--- src/branch_call_move_defs.vh ---
`ifndef BRANCH_CALL_MOVE_DEFS_VH
`define BRANCH_CALL_MOVE_DEFS_VH
// Operation select codes presented on op_sel_in.
`define OP_NOP 3'h0
`define OP_READ_FPAGE 3'h1
`define OP_WRITE_FPAGE 3'h2
`define OP_LONG_JUMP 3'h3
`define OP_LONG_CALL 3'h4
`define OP_STORE_WORKING 3'h5
`define OP_LOAD_IMM 3'h6
`define OP_SUB_EXIT 3'h7
// Upper-page register window.
`define FPAGE_LOW 4'h5
`define FPAGE_HIGH 4'hf
`define FPAGE_COUNT 16
`define PC_RESET 11'h000
`define WREG_RESET 8'h00
`define SP_RESET 3'h0
`define FILE_ADDR_RESET 7'h00
`define FILE_WDATA_RESET 8'h00
// Program counter step and operand field limits.
`define PC_STEP 11'h001
`define FSEL_MSB 3
`define FADDR_MSB 6
`define IMM_MSB 7
`endif

--- src/branch_call_move_exec.v ---
// Functional notes
// - Reading an upper-page register (operand 5..15) copies it into the working register in one cycle.
// - A long jump loads its 11-bit target into the program counter and takes two cycles.
// - A long call pushes the program counter plus one onto the top of the return stack.
// - A long call then loads its 11-bit target into the program counter, two cycles in all.
// - Storing the working register writes it to file register 0..127 in one cycle.
// - Loading an immediate places the 8-bit operand in the working register in one cycle.
// - A no-operation changes nothing except advancing the program counter by one, in one cycle.
// - Writing an upper-page register (operand 5..15) loads it from the working register in one cycle.
// - A subroutine exit reloads the program counter from the top of the return stack in two cycles.
`timescale 1ns/1ps
`default_nettype none
`include "branch_call_move_defs.vh"
module branch_call_move_exec #(
    parameter STACK_DEPTH = 8,
    parameter SP_W = 3
) (
    input wire core_clk_in,
    input wire rst_n_in,
    input wire op_valid_in,
    input wire [2:0] op_sel_in,
    input wire [10:0] operand_in,
    output wire op_ready_out,
    output reg [10:0] pc_out,
    output reg [7:0] working_register_out,
    output reg [SP_W-1:0] stack_ptr_out,
    output reg file_we_out,
    output reg [6:0] file_addr_out,
    output reg [7:0] file_wdata_out,
    output reg fpage_bad_out
);
    // One-hot states. EXEC takes a new operation; FLUSH is the dead second
    // cycle of a jump, call or exit, in which the prefetched word is dropped.
    localparam ST_EXEC = 2'b01;
    localparam ST_FLUSH = 2'b10;

    // Sequencer state and its next value.
    reg [1:0] state_r;
    reg [1:0] state_nxt;

    // Next values of the architectural registers and strobes.
    reg [10:0] pc_nxt;
    reg [7:0] wreg_nxt;
    reg [SP_W-1:0] sp_nxt;
    reg file_we_nxt;
    reg [6:0] file_addr_nxt;
    reg [7:0] file_wdata_nxt;
    reg fpage_bad_nxt;

    // Write enables of the two internal memories.
    reg stack_push_nxt;
    reg fpage_write_nxt;

    // Storage has no reset so it maps onto plain memory; reading a slot
    // before it was written returns an unknown value.
    reg [7:0] fpage_mem [0:`FPAGE_COUNT-1];
    reg [10:0] stack_mem [0:STACK_DEPTH-1];

    wire [3:0] fsel;
    wire fsel_ok;
    wire take;
    wire [SP_W-1:0] sp_up;
    wire [SP_W-1:0] sp_down;
    wire [10:0] stack_top;

    // Advance the program counter by one; it wraps at the top of its space.
    function [10:0] pc_step;
        input [10:0] pc;
        begin
            pc_step = pc + `PC_STEP;
        end
    endfunction

    // True when a select value names an implemented upper-page register.
    function fpage_in_range;
        input [3:0] sel;
        begin
            fpage_in_range = (sel >= `FPAGE_LOW) && (sel <= `FPAGE_HIGH);
        end
    endfunction

    // Move the stack pointer one level; over- and underflow wrap silently,
    // so software must keep calls and exits paired.
    // SP_W must be the base-two log of STACK_DEPTH so that wrap and depth agree.
    function [SP_W-1:0] sp_move;
        input [SP_W-1:0] sp;
        input up;
        begin
            if (up) begin
                sp_move = sp + {{(SP_W-1){1'b0}}, 1'b1};
            end else begin
                sp_move = sp - {{(SP_W-1){1'b0}}, 1'b1};
            end
        end
    endfunction

    // The operand's low nibble selects the upper-page register.
    assign fsel = operand_in[`FSEL_MSB:0];
    assign fsel_ok = fpage_in_range(fsel);

    // Ready is low only in the flush cycle; an offer made then is ignored,
    // which is cheaper than queueing it behind the branch.
    assign op_ready_out = state_r[0];
    assign take = op_valid_in && op_ready_out;

    // The stack pointer names the next free slot, so the top is one below it.
    assign sp_up = sp_move(stack_ptr_out, 1'b1);
    assign sp_down = sp_move(stack_ptr_out, 1'b0);
    assign stack_top = stack_mem[sp_down];

    // Decode of the offered operation into next values. Every output of this
    // process starts from its held value, or low for the strobes, so no path leaves a latch behind.
    always @* begin
        state_nxt = state_r;
        pc_nxt = pc_out;
        wreg_nxt = working_register_out;
        sp_nxt = stack_ptr_out;
        file_we_nxt = 1'b0;
        file_addr_nxt = file_addr_out;
        file_wdata_nxt = file_wdata_out;
        fpage_bad_nxt = 1'b0;
        stack_push_nxt = 1'b0;
        fpage_write_nxt = 1'b0;

        case (state_r)
            ST_EXEC: begin
                if (take) begin
                    // Every accepted operation moves the counter on; branches override it.
                    pc_nxt = pc_step(pc_out);
                    case (op_sel_in)
                        `OP_NOP: begin
                        end
                        `OP_READ_FPAGE: begin
                            if (fsel_ok) begin
                                wreg_nxt = fpage_mem[fsel];
                            end else begin
                                fpage_bad_nxt = 1'b1;
                            end
                        end
                        `OP_WRITE_FPAGE: begin
                            if (fsel_ok) begin
                                fpage_write_nxt = 1'b1;
                            end else begin
                                fpage_bad_nxt = 1'b1;
                            end
                        end
                        `OP_LONG_JUMP: begin
                            pc_nxt = operand_in;
                            state_nxt = ST_FLUSH;
                        end
                        `OP_LONG_CALL: begin
                            stack_push_nxt = 1'b1;
                            sp_nxt = sp_up;
                            pc_nxt = operand_in;
                            state_nxt = ST_FLUSH;
                        end
                        `OP_STORE_WORKING: begin
                            file_we_nxt = 1'b1;
                            file_addr_nxt = operand_in[`FADDR_MSB:0];
                            file_wdata_nxt = working_register_out;
                        end
                        `OP_LOAD_IMM: begin
                            wreg_nxt = operand_in[`IMM_MSB:0];
                        end
                        `OP_SUB_EXIT: begin
                            // An empty stack wraps, like the hardware stack it models.
                            pc_nxt = stack_top;
                            sp_nxt = sp_down;
                            state_nxt = ST_FLUSH;
                        end
                        default: begin
                        end
                    endcase
                end
            end
            ST_FLUSH: begin
                // The offer seen in this cycle leaves no trace.
                state_nxt = ST_EXEC;
            end
            default: begin
                state_nxt = ST_EXEC;
            end
        endcase
    end

    // Architectural registers. The file strobes are one-cycle pulses because
    // their next value defaults to low in the decode above.
    always @(posedge core_clk_in or negedge rst_n_in) begin
        if (!rst_n_in) begin
            state_r <= ST_EXEC;
            pc_out <= `PC_RESET;
            working_register_out <= `WREG_RESET;
            stack_ptr_out <= `SP_RESET;
            file_we_out <= 1'b0;
            file_addr_out <= `FILE_ADDR_RESET;
            file_wdata_out <= `FILE_WDATA_RESET;
            fpage_bad_out <= 1'b0;
        end else begin
            state_r <= state_nxt;
            pc_out <= pc_nxt;
            working_register_out <= wreg_nxt;
            stack_ptr_out <= sp_nxt;
            file_we_out <= file_we_nxt;
            file_addr_out <= file_addr_nxt;
            file_wdata_out <= file_wdata_nxt;
            fpage_bad_out <= fpage_bad_nxt;
        end
    end

    // The memories are written from the same decode as the registers, so a
    // call pushes its return address at the edge that loads the target.
    always @(posedge core_clk_in) begin
        if (stack_push_nxt) begin
            stack_mem[stack_ptr_out] <= pc_step(pc_out);
        end
        if (fpage_write_nxt) begin
            fpage_mem[fsel] <= working_register_out;
        end
    end

endmodule // branch_call_move_exec
`default_nettype wire

--- config.mk ---
export PLATFORM = sky130hd
export DESIGN_NAME = branch_call_move_exec
export DESIGN_NICKNAME = d
export VERILOG_FILES = /design/src/branch_call_move_exec.v
export VERILOG_INCLUDE_DIRS = /design/src
export SDC_FILE = /design/constraint.sdc
export NUM_CORES = 1
export LEC_CHECK = 0
export BUFFER_PORTS_ARGS = -buffer_cell sky130_fd_sc_hd__buf_2
export CAP_MARGIN = 10
export CORE_MARGIN = 2
export CORE_UTILIZATION = 35
export DETAILED_ROUTE_END_ITERATION = 6
export PLACE_DENSITY = 0.54
export SYNTH_ARGS = -nofsm -noshare
export SYNTH_HDL_FRONTEND = slang
export SYNTH_SLANG_ARGS = --single-unit
--- constraint.sdc ---
create_clock -name core_clk_in -period 2.9 [get_ports core_clk_in]
set_clock_uncertainty 0.05 [all_clocks]
set_input_delay 0.29 -clock core_clk_in [delete_from_list [all_inputs] [get_ports core_clk_in]]
set_output_delay 0.29 -clock core_clk_in [all_outputs]
set_load 0.01 [all_outputs]
==> results of run 1 <==
==> cell families after synthesis <==
logic type                 count (synthesis)  share of synthesized area [%]
other                                      1                         0.0363
adders and majority gates                  3                          0.363
buffers and inverters                     39                           2.19
AOI/OAI and AO/OA                         76                           5.42
muxes                                     70                           13.8
and+or+nand+nor                          104                           4.95
DFF                                      257                           72.7
xor gates and xnor gates                   7                          0.593
==> worst min-delay path by stage <==
| stage | end |
|---|---|
| floorplan | file_addr_out[0] |
| CTS | file_addr_out[4] |
| finish | pc_out[8] |
| global route | file_addr_out[6] |
| detailed placement | file_wdata_out[0] |
| global placement | file_wdata_out[2] |
==> layer usage <==
layer	GRT usage [%]	routed length, um	vias to the layer above
met4	4.48	661	2
met3	3.12	1530	47
met5	0	11	-
met2	27.0	12000	209
met1	20.1	9590	3008
li1	-	-	2532
==> state kept, by name, summed over array words and instances (netlist names) <==
signal                flops
stack_ptr_out             3
file_wdata_out            8
file_addr_out             7
state_r                   2
fpage_mem               128
file_we_out               1
pc_out                   11
working_register_out      8
stack_mem                88
fpage_bad_out             1
==> layout by cell type, fill, tap and decap left out, types with 16 or more instances in the layout <==
master and n:
dfrtp_1 40, nand2_1 22, nor2_1 34, mux2_2 16, edfxtp_1 216, a22oi_1 27, buf_4 46, mux4_2 47
conb_1 40, clkbuf_16 29, buf_2 56
==> cells in the mapped netlist (8+ instances only) <==
cell	n	area share, %
edfxtp_1	216	63
mux4_2	47	10
dfrtp_1	40	9.7
nor2_1	34	1.2
a22oi_1	27	2.0
nand2_1	22	0.80
mux2_2	16	1.7
a31oi_1	10	0.61
buf_2	9	0.44
a221o_1	8	0.77
and3_1	8	0.48
clkbuf_1	8	0.29
inv_1	8	0.29
==> repair_timing <==
action                                 4_1_cts  5_1_grt
hold buffers                                 3        0
setup endpoints to repair                    0        0
endpoints found under the hold margin       31        0
==> power groups by stage <==
stage | clock network, W | registers (W) | logic (W)
3_3_place_gp | 0 | 0.00508 | 0.00199
2_1_floorplan | 0 | 0.00506 | 0.00131
6_report | 0.00333 | 0.00503 | 0.00200
4_1_cts | 0.00342 | 0.00504 | 0.00204
3_5_place_dp | 0 | 0.00512 | 0.00203
5_1_grt | 0.00358 | 0.00509 | 0.00220
==> final cells by class <==
type / count / area share (%)
inverter: 8 / 0.243
timing repair buffer: 106 / 5.48
antenna: 2 / 0.0406
multi-input combinational: 300 / 22.2
clock buffer: 37 / 6.45
tap: 384 / 3.90
sequential: 257 / 60.9
clock inverter: 15 / 0.730
==> critical path, delay by kind of cell (launching register included) <==
kind                       cells  cell delay, ps
DFF                            1             490
adders and majority gates      1             360
buffers and inverters          2             370
AOI/OAI and AO/OA              2             590
muxes                          1             360
==> stage by stage <==
step / utilization (%) / hold WS (ps) / instances / instance area [um2]
after floorplan: - / -55.6 / 596 / 10500
after global placement: 39.6 / 437 / 1052 / 11400
after detailed placement: 39.6 / 440 / 1052 / 11400
after CTS: 42.7 / 32.9 / 1107 / 12300
after global routing: 42.7 / 42.0 / 1107 / 12300
final: 42.7 / 41.9 / 1109 / 12300
==> impl_metrics.json, run 1 <==
{
  "status": "completed",
  "viasPerCell": 5.23,
  "setup.worst_path.class": "flop to flop",
  "crit_path_start": "stack_ptr_out[1]",
  "critPathCaptureType": "flop",
  "syn_inst": 557,
  "crit_arrival_ps": 2710,
  "fin_nets": 721,
  "async_flop_share_pct": 16.0,
  "p_total_w": 0.0104,
  "maxSlewViolCount": 0,
  "p_switching_w": 0.00286,
  "place_ws_ps": 532,
  "rsz0062_at_grt": "no",
  "hold_viol": 0,
  "hold_class": "primary input to flop",
  "clock_latency_ps": 530,
  "power.share.sequential_pct": 48.5,
  "cp-start-kind": "flop",
  "clk_pin_slew_ps": 60,
  "grt_first_pass_wirelength_mm": 36.5,
  "fillers": 2601,
  "multi_input_area_um2": 2740,
  "critPathSlowestCell": "dfrtp_1",
  "ys_seq_elements": 257,
  "powerDensity_nw_per_um2": 840,
  "die-area_um2": 30900,
  "drive_above_1_share_pct": 30.7,
  "syn_to_final_growth_pct": 19.3,
  "min_from": "operand_in[8]",
  "drc": 0,
  "hpwl_mm": 15.8,
  "switching_share_pct": 27.6,
  "crit_path_end": "pc_out[0]",
  "worstPathCellList": "inv_1 -> ha_1 -> buf_4 -> mux4_2 -> a222oi_1 -> a31oi_1",
  "syn_avg_cell_area_um2": 18.6,
  "vias": 5798,
  "fmax_mhz": 423,
  "die_h_um": 176,
  "routabilityCongestion": 0.817,
  "h-tree-depth": 1,
  "r2r-start": "stack_ptr_out[1]",
  "yosysSeqAreaShare_pct": 72.7,
  "worst_slew_pin_slew_ps": 927,
  "r2r-end": "pc_out[0]",
  "p_int_w": 0.00750,
  "ant_nets": 0,
  "antenna_found_initial": 3,
  "synthDistinctLibCells": 53,
  "grtUsageTotal_pct": 15.7,
  "drt-pass1-iter-count": 5,
  "fp.dieW_um": 176,
  "first_iter_violations": 510,
  "p_leak_nw": 4.45,
  "wire_per_inst_um": 21.4,
  "yosysWarnings": 0,
  "hold_depth": 3,
  "setup_ws_ps": 538,
  "period_share_pct": 81.4,
  "pin_count": 57,
  "worstPathRequired_ps": 3250,
  "port_buffers": 56,
  "finalCriticalPeriod_ps": 2360,
  "r2r_cells": 6,
  "reg2reg_slack_ps": 540,
  "synth_area_um2": 10300,
  "overflow": 0,
  "cts_tree": "built",
  "start_util_pct": 35.8,
  "max-vdd-ir-drop_v": 0.000601,
  "core_um2": 28900,
  "cts-resized-gates": 0,
  "grt_pass1_vias": 5984,
  "cts_buffers": 28,
  "synth_ff_type": "edfxtp_1",
  "combPwrFrac_pct": 19.3,
  "routed_wl_mm": 23.8,
  "tns_ps": 0,
  "cts_setup_buffers": 0,
  "maxSlewHeadroom_pct": 38.2,
  "cts_sinks": 257,
  "ctsRootBufferMaster": "clkbuf_16",
  "seq_area_um2": 7510,
  "synth_enable_flop_cells": 216,
  "row_count": 62,
  "cts.path.max_buffers": 3,
  "finalSetupViolCount": 0,
  "critPathMaxStageDelay_ps": 490,
  "grt_max_degree": 33,
  "power.share.clock_pct": 32.1,
  "critical_path.max_fanout": 11,
  "max-cap-violations": 0
}
Note: power is estimated with default switching activity, not from simulation.
==> run 2: changes to the inputs <==
==> constraint.sdc (replaced) <==
create_clock -name core_clk_in -period 2.4 [get_ports core_clk_in]
set_clock_uncertainty 0.05 [all_clocks]
set_input_delay 0.24 -clock core_clk_in [delete_from_list [all_inputs] [get_ports core_clk_in]]
set_output_delay 0.24 -clock core_clk_in [all_outputs]
set_load 0.01 [all_outputs]
==> impl_metrics.json, run 2 (synthesis results as in run 1) <==
{
  "status": "completed",
  "worst_hold_slack_ps": 38.6,
  "cts_tree": "built",
  "powerDensity_nw_per_um2": 1000,
  "critical_path.max_fanout": 10,
  "worstPathRequired_ps": 2580,
  "place_ws_ps": 279,
  "maxSlewHeadroom_pct": 56.0,
  "antenna_found_initial": 1,
  "grtUsageTotal_pct": 15.2,
  "grt_pass1_vias": 5921,
  "maxSlewViolCount": 0,
  "port_buffers": 56,
  "hold_class": "primary input to flop",
  "max-vdd-ir-drop_v": 0.000440,
  "rsz0062_at_grt": "no",
  "largest_register_ffs": 128,
  "period_share_pct": 90.5,
  "cts.path.max_buffers": 3,
  "layout_common_cells": "edfxtp_1, buf_4, buf_2, mux4_2",
  "ant_nets": 0,
  "fin_cells": 1123,
  "syn_to_final_growth_pct": 20.3,
  "clock_latency_ps": 530,
  "reg_top3": "fpage_mem: 128 flops, stack_mem: 88 flops, pc_out: 11 flops",
  "die-area_um2": 30900,
  "overflow": 0,
  "cts_sinks": 257,
  "globalRouteMet1Util_pct": 20.1,
  "final_common_cell": "edfxtp_1",
  "fmax_mhz": 460,
  "drc": 0,
  "critPathCaptureType": "flop",
  "met3_usage_pct": 2.77,
  "drt-pass1-iter-count": 5,
  "cts_buffers": 28,
  "vias": 5728,
  "routabilityCongestion": 0.828,
  "grt_first_pass_wirelength_mm": 35.4,
  "setup.worst_path.class": "flop to flop",
  "tns_ps": 0,
  "clk_pin_slew_ps": 60,
  "row_count": 62,
  "grt_max_degree": 42,
  "pin_count": 57,
  "setup_ws_ps": 227,
  "drive_above_1_share_pct": 30.8,
  "start_util_pct": 35.8,
  "grtUsageMet2_pct": 25.6,
  "max-cap-violations": 0,
  "fp.dieW_um": 176,
  "first_iter_violations": 416,
  "ctsRootBufferMaster": "clkbuf_16",
  "p_leak_nw": 4.51,
  "die_h_um": 176,
  "crit_arrival_ps": 2360,
  "cp-start-kind": "flop",
  "finalSetupViolCount": 0,
  "routed_wl_mm": 23.2,
  "worst_slew_pin_slew_ps": 658,
  "h-tree-depth": 1,
  "hold_viol": 0,
  "hpwl_mm": 15.6,
  "grt.busiest_layer": "met2",
  "finalCriticalPeriod_ps": 2170,
  "core_um2": 28900,
  "fin_nets": 737,
  "wire_per_inst_um": 20.7,
  "regMostFlops": "fpage_mem",
  "dpl.cell_count": 1064,
  "viasPerCell": 5.10
}
==> run 2: cell count changes in the layout (fill, tap and decap cells not counted), moves of 2 or more <==
cell           previous run  this run
buf_4                    46        57
clkbuf_1                  4        12
clkbuf_8                  4         2
clkinv_2                  9         6
clkinv_4                  3         0
clkinvlp_4                2         0
dlygate4sd3_1             3         7
nor3_1                    6         4
nor3_2                    0         2
==> run 2: timing repair <==
action	4_1_cts	5_1_grt
resized for setup	0	0
hold endpoints to repair	46	0
hold buffers	7	0
setup buffers	0	0
endpoints found under the setup margin	0	0
==> run 2: metrics by stage <==
step           utilization, %  cell area [um2]  power, W
2_1_floorplan               -            10500   0.00771
3_3_place_gp             39.9            11500   0.00858
3_5_place_dp             39.9            11500   0.00866
4_1_cts                  43.1            12400    0.0126
5_1_grt                  43.1            12400    0.0130
6_report                 43.1            12400    0.0124
==> run 2: worst max-delay path, stage by stage, from the launching register on <==
cell and delay (ps):
dfstp_2 530, and3b_1 400, and4_1 270, nand2_1 90, nor2_1 320, buf_4 220
==> run 2: report_power, final <==
part | total [W] | switching [W] | internal (W)
logic | 0.00246 | 0.00134 | 0.00112
registers | 0.00608 | 0.000438 | 0.00565
clock network | 0.00390 | 0.00162 | 0.00228
total | 0.0124 | 0.00339 | 0.00904
==> run 2: path summary, 6_finish.rpt <==
path / startpoint / endpoint / slack [ps] / cells past startpoint
max: state_r[0] / fpage_mem[6][7] / 230 / 5
min: op_sel_in[2] / fpage_bad_out / 40 / 2
max reg2reg: state_r[0] / fpage_mem[6][7] / 230 / 5
min reg2reg: file_addr_out[2] / file_addr_out[2] / 460 / 1
max in group asynchronous: rst_n_in / file_addr_out[0] / 1550 / 3
min in group asynchronous: rst_n_in / file_we_out / 300 / 3
==> run 2: layer usage <==
layer	up-vias	part of all wire, %
met4	0	2.8
met1	2962	42
met3	45	6.0
li1	2559	-
met5	-	0
met2	162	50
==> run 2: area by class of cell <==
class	instances	area [um2]
antenna	1	2.50
fill	2596	16400
inverter	8	30.0
clock inverter	8	42.5
multi-input combinational	300	2750
clock buffer	43	798
tap	384	480
sequential	257	7510
timing repair buffer	122	818
==> run 3: changes to the inputs <==
--- a/config.mk
+++ b/config.mk
@@ -12,6 +12,7 @@
 export CORE_UTILIZATION = 35
 export DETAILED_ROUTE_END_ITERATION = 6
 export PLACE_DENSITY = 0.54
+export RECOVER_POWER = 25
 export SYNTH_ARGS = -nofsm -noshare
 export SYNTH_HDL_FRONTEND = slang
 export SYNTH_SLANG_ARGS = --single-unit
==> impl_metrics.json, run 3 (synthesis results as in run 1) <==
{
  "clock_latency_ps": 530,
  "status": "completed",
  "maxSlewHeadroom_pct": 18.6,
  "largest_register_ffs": 128,
  "fin_nets": 737,
  "setup.worst_path.class": "flop to flop",
  "maxSlewViolCount": 0,
  "dpl.cell_count": 1064,
  "cts_setup_buffers": 0,
  "finalCriticalPeriod_ps": 2150,
  "rsz0062_at_grt": "no",
  "drt-pass1-iter-count": 5,
  "finalSetupViolCount": 0,
  "max-cap-violations": 0,
  "p_leak_nw": 4.50,
  "routabilityCongestion": 0.828,
  "final_common_cell": "edfxtp_1",
  "grtUsageTotal_pct": 15.2,
  "start_util_pct": 35.8,
  "syn_to_final_growth_pct": 20.2,
  "placed_cell_area_um2": 11500,
  "fmax_mhz": 465,
  "ctsRootBufferMaster": "clkbuf_16",
  "routed_wl_mm": 23.2,
  "wire_per_inst_um": 20.7,
  "critPathSlowestCell": "dfstp_2",
  "hold_viol": 0,
  "h-tree-depth": 1,
  "drive_above_1_share_pct": 30.5,
  "critical_path.max_fanout": 10,
  "die-area_um2": 30900,
  "first_iter_violations": 474,
  "grt_first_pass_wirelength_mm": 35.4,
  "post-route-util_pct": 43.1,
  "cp_top_family": "simple AND/OR/NAND/NOR gates",
  "hold_class": "primary input to flop",
  "pin_count": 57,
  "hpwl_mm": 15.6,
  "worstPathRequired_ps": 2580,
  "critPathMaxStageDelay_ps": 530,
  "max-vdd-ir-drop_v": 0.000440,
  "powerDensity_nw_per_um2": 1000,
  "cts.path.max_buffers": 3,
  "fin_cells": 1123,
  "period_share_pct": 89.6,
  "drc": 0,
  "ant_nets": 0,
  "cts-resized-gates": 0,
  "layout_common_cells": "edfxtp_1, buf_2, buf_4, mux4_2",
  "viasPerCell": 5.11,
  "path_buf_inv": 1,
  "worst_slew_pin_slew_ps": 1220,
  "tns_ps": 0,
  "stdcell_area_um2": 12400,
  "grt_pass1_vias": 5921,
  "antenna_found_initial": 1,
  "crit_arrival_ps": 2340,
  "overflow": 0,
  "core_um2": 28900,
  "reg_top3": "fpage_mem: 128 flops, stack_mem: 88 flops, pc_out: 11 flops",
  "cp-start-kind": "flop",
  "critPathCaptureType": "flop",
  "fp.dieW_um": 176,
  "die_h_um": 176,
  "row_count": 62,
  "regMostFlops": "fpage_mem",
  "cts_tree": "built",
  "grt_max_degree": 42,
  "cts_sinks": 257,
  "port_buffers": 56,
  "clk_pin_slew_ps": 60,
  "vias": 5733,
  "cts_hold_buffers": 7,
  "worstPathCellList": "and3b_1 -> and4_1 -> nand2_1 -> nor2_1 -> buf_4",
  "cts_buffers": 28,
  "p_total_w": 0.0124
}
-- run 3: changes by cell type in the layout (fill, tap and decap cells not counted) --
| cell | change |
|---|---|
| buf_4 | -3 |
| clkbuf_1 | +2 |
| clkbuf_2 | +1 |
-- run 3: area by class of cell --
cell class / count / area, um2
Fill cell: 2593 / 16400
Sequential cell: 257 / 7510
Multi-Input combinational cell: 300 / 2750
Timing Repair Buffer: 122 / 808
Clock buffer: 43 / 798
Tap cell: 384 / 480
Clock inverter: 8 / 42.5
Inverter: 8 / 30.0
Antenna cell: 1 / 2.50
-- run 3: final timing paths --
kind | startpoint | endpoint | slack, ps | cells after the start
worst max-delay path | state_r[0] | fpage_mem[6][7] | 250 | 5
worst min-delay path | op_sel_in[2] | fpage_bad_out | 40 | 2
worst max register to register | state_r[0] | fpage_mem[6][7] | 250 | 5
worst min register to register | file_addr_out[2] | file_addr_out[2] | 460 | 1
max in group asynchronous | rst_n_in | file_addr_out[0] | 1000 | 3
min in group asynchronous | rst_n_in | file_we_out | 530 | 3
-- run 3: layer usage --
metal | GRT usage (%) | wire length [um] | vias to the layer above
met5 | 0 | 0 | -
met4 | 4.75 | 669 | 0
met3 | 2.77 | 1400 | 49
met2 | 25.6 | 11500 | 160
met1 | 20.1 | 9660 | 2963
li1 | - | - | 2561
-- run 3: report_power, final --
| part | internal [W] | total [W] | switching (W) |
|---|---|---|---|
| clock network | 0.00228 | 0.00390 | 0.00162 |
| registers | 0.00565 | 0.00608 | 0.000436 |
| logic | 0.00111 | 0.00245 | 0.00134 |
| total | 0.00904 | 0.0124 | 0.00339 |
-- run 3: through the flow --
stage               hold WS [ps]  worst slack [ps]
finish                      39.1               248
floorplan                   -106              7.66
global placement             324               293
CTS                         19.9               287
global route                26.9               197
detailed placement           329               279
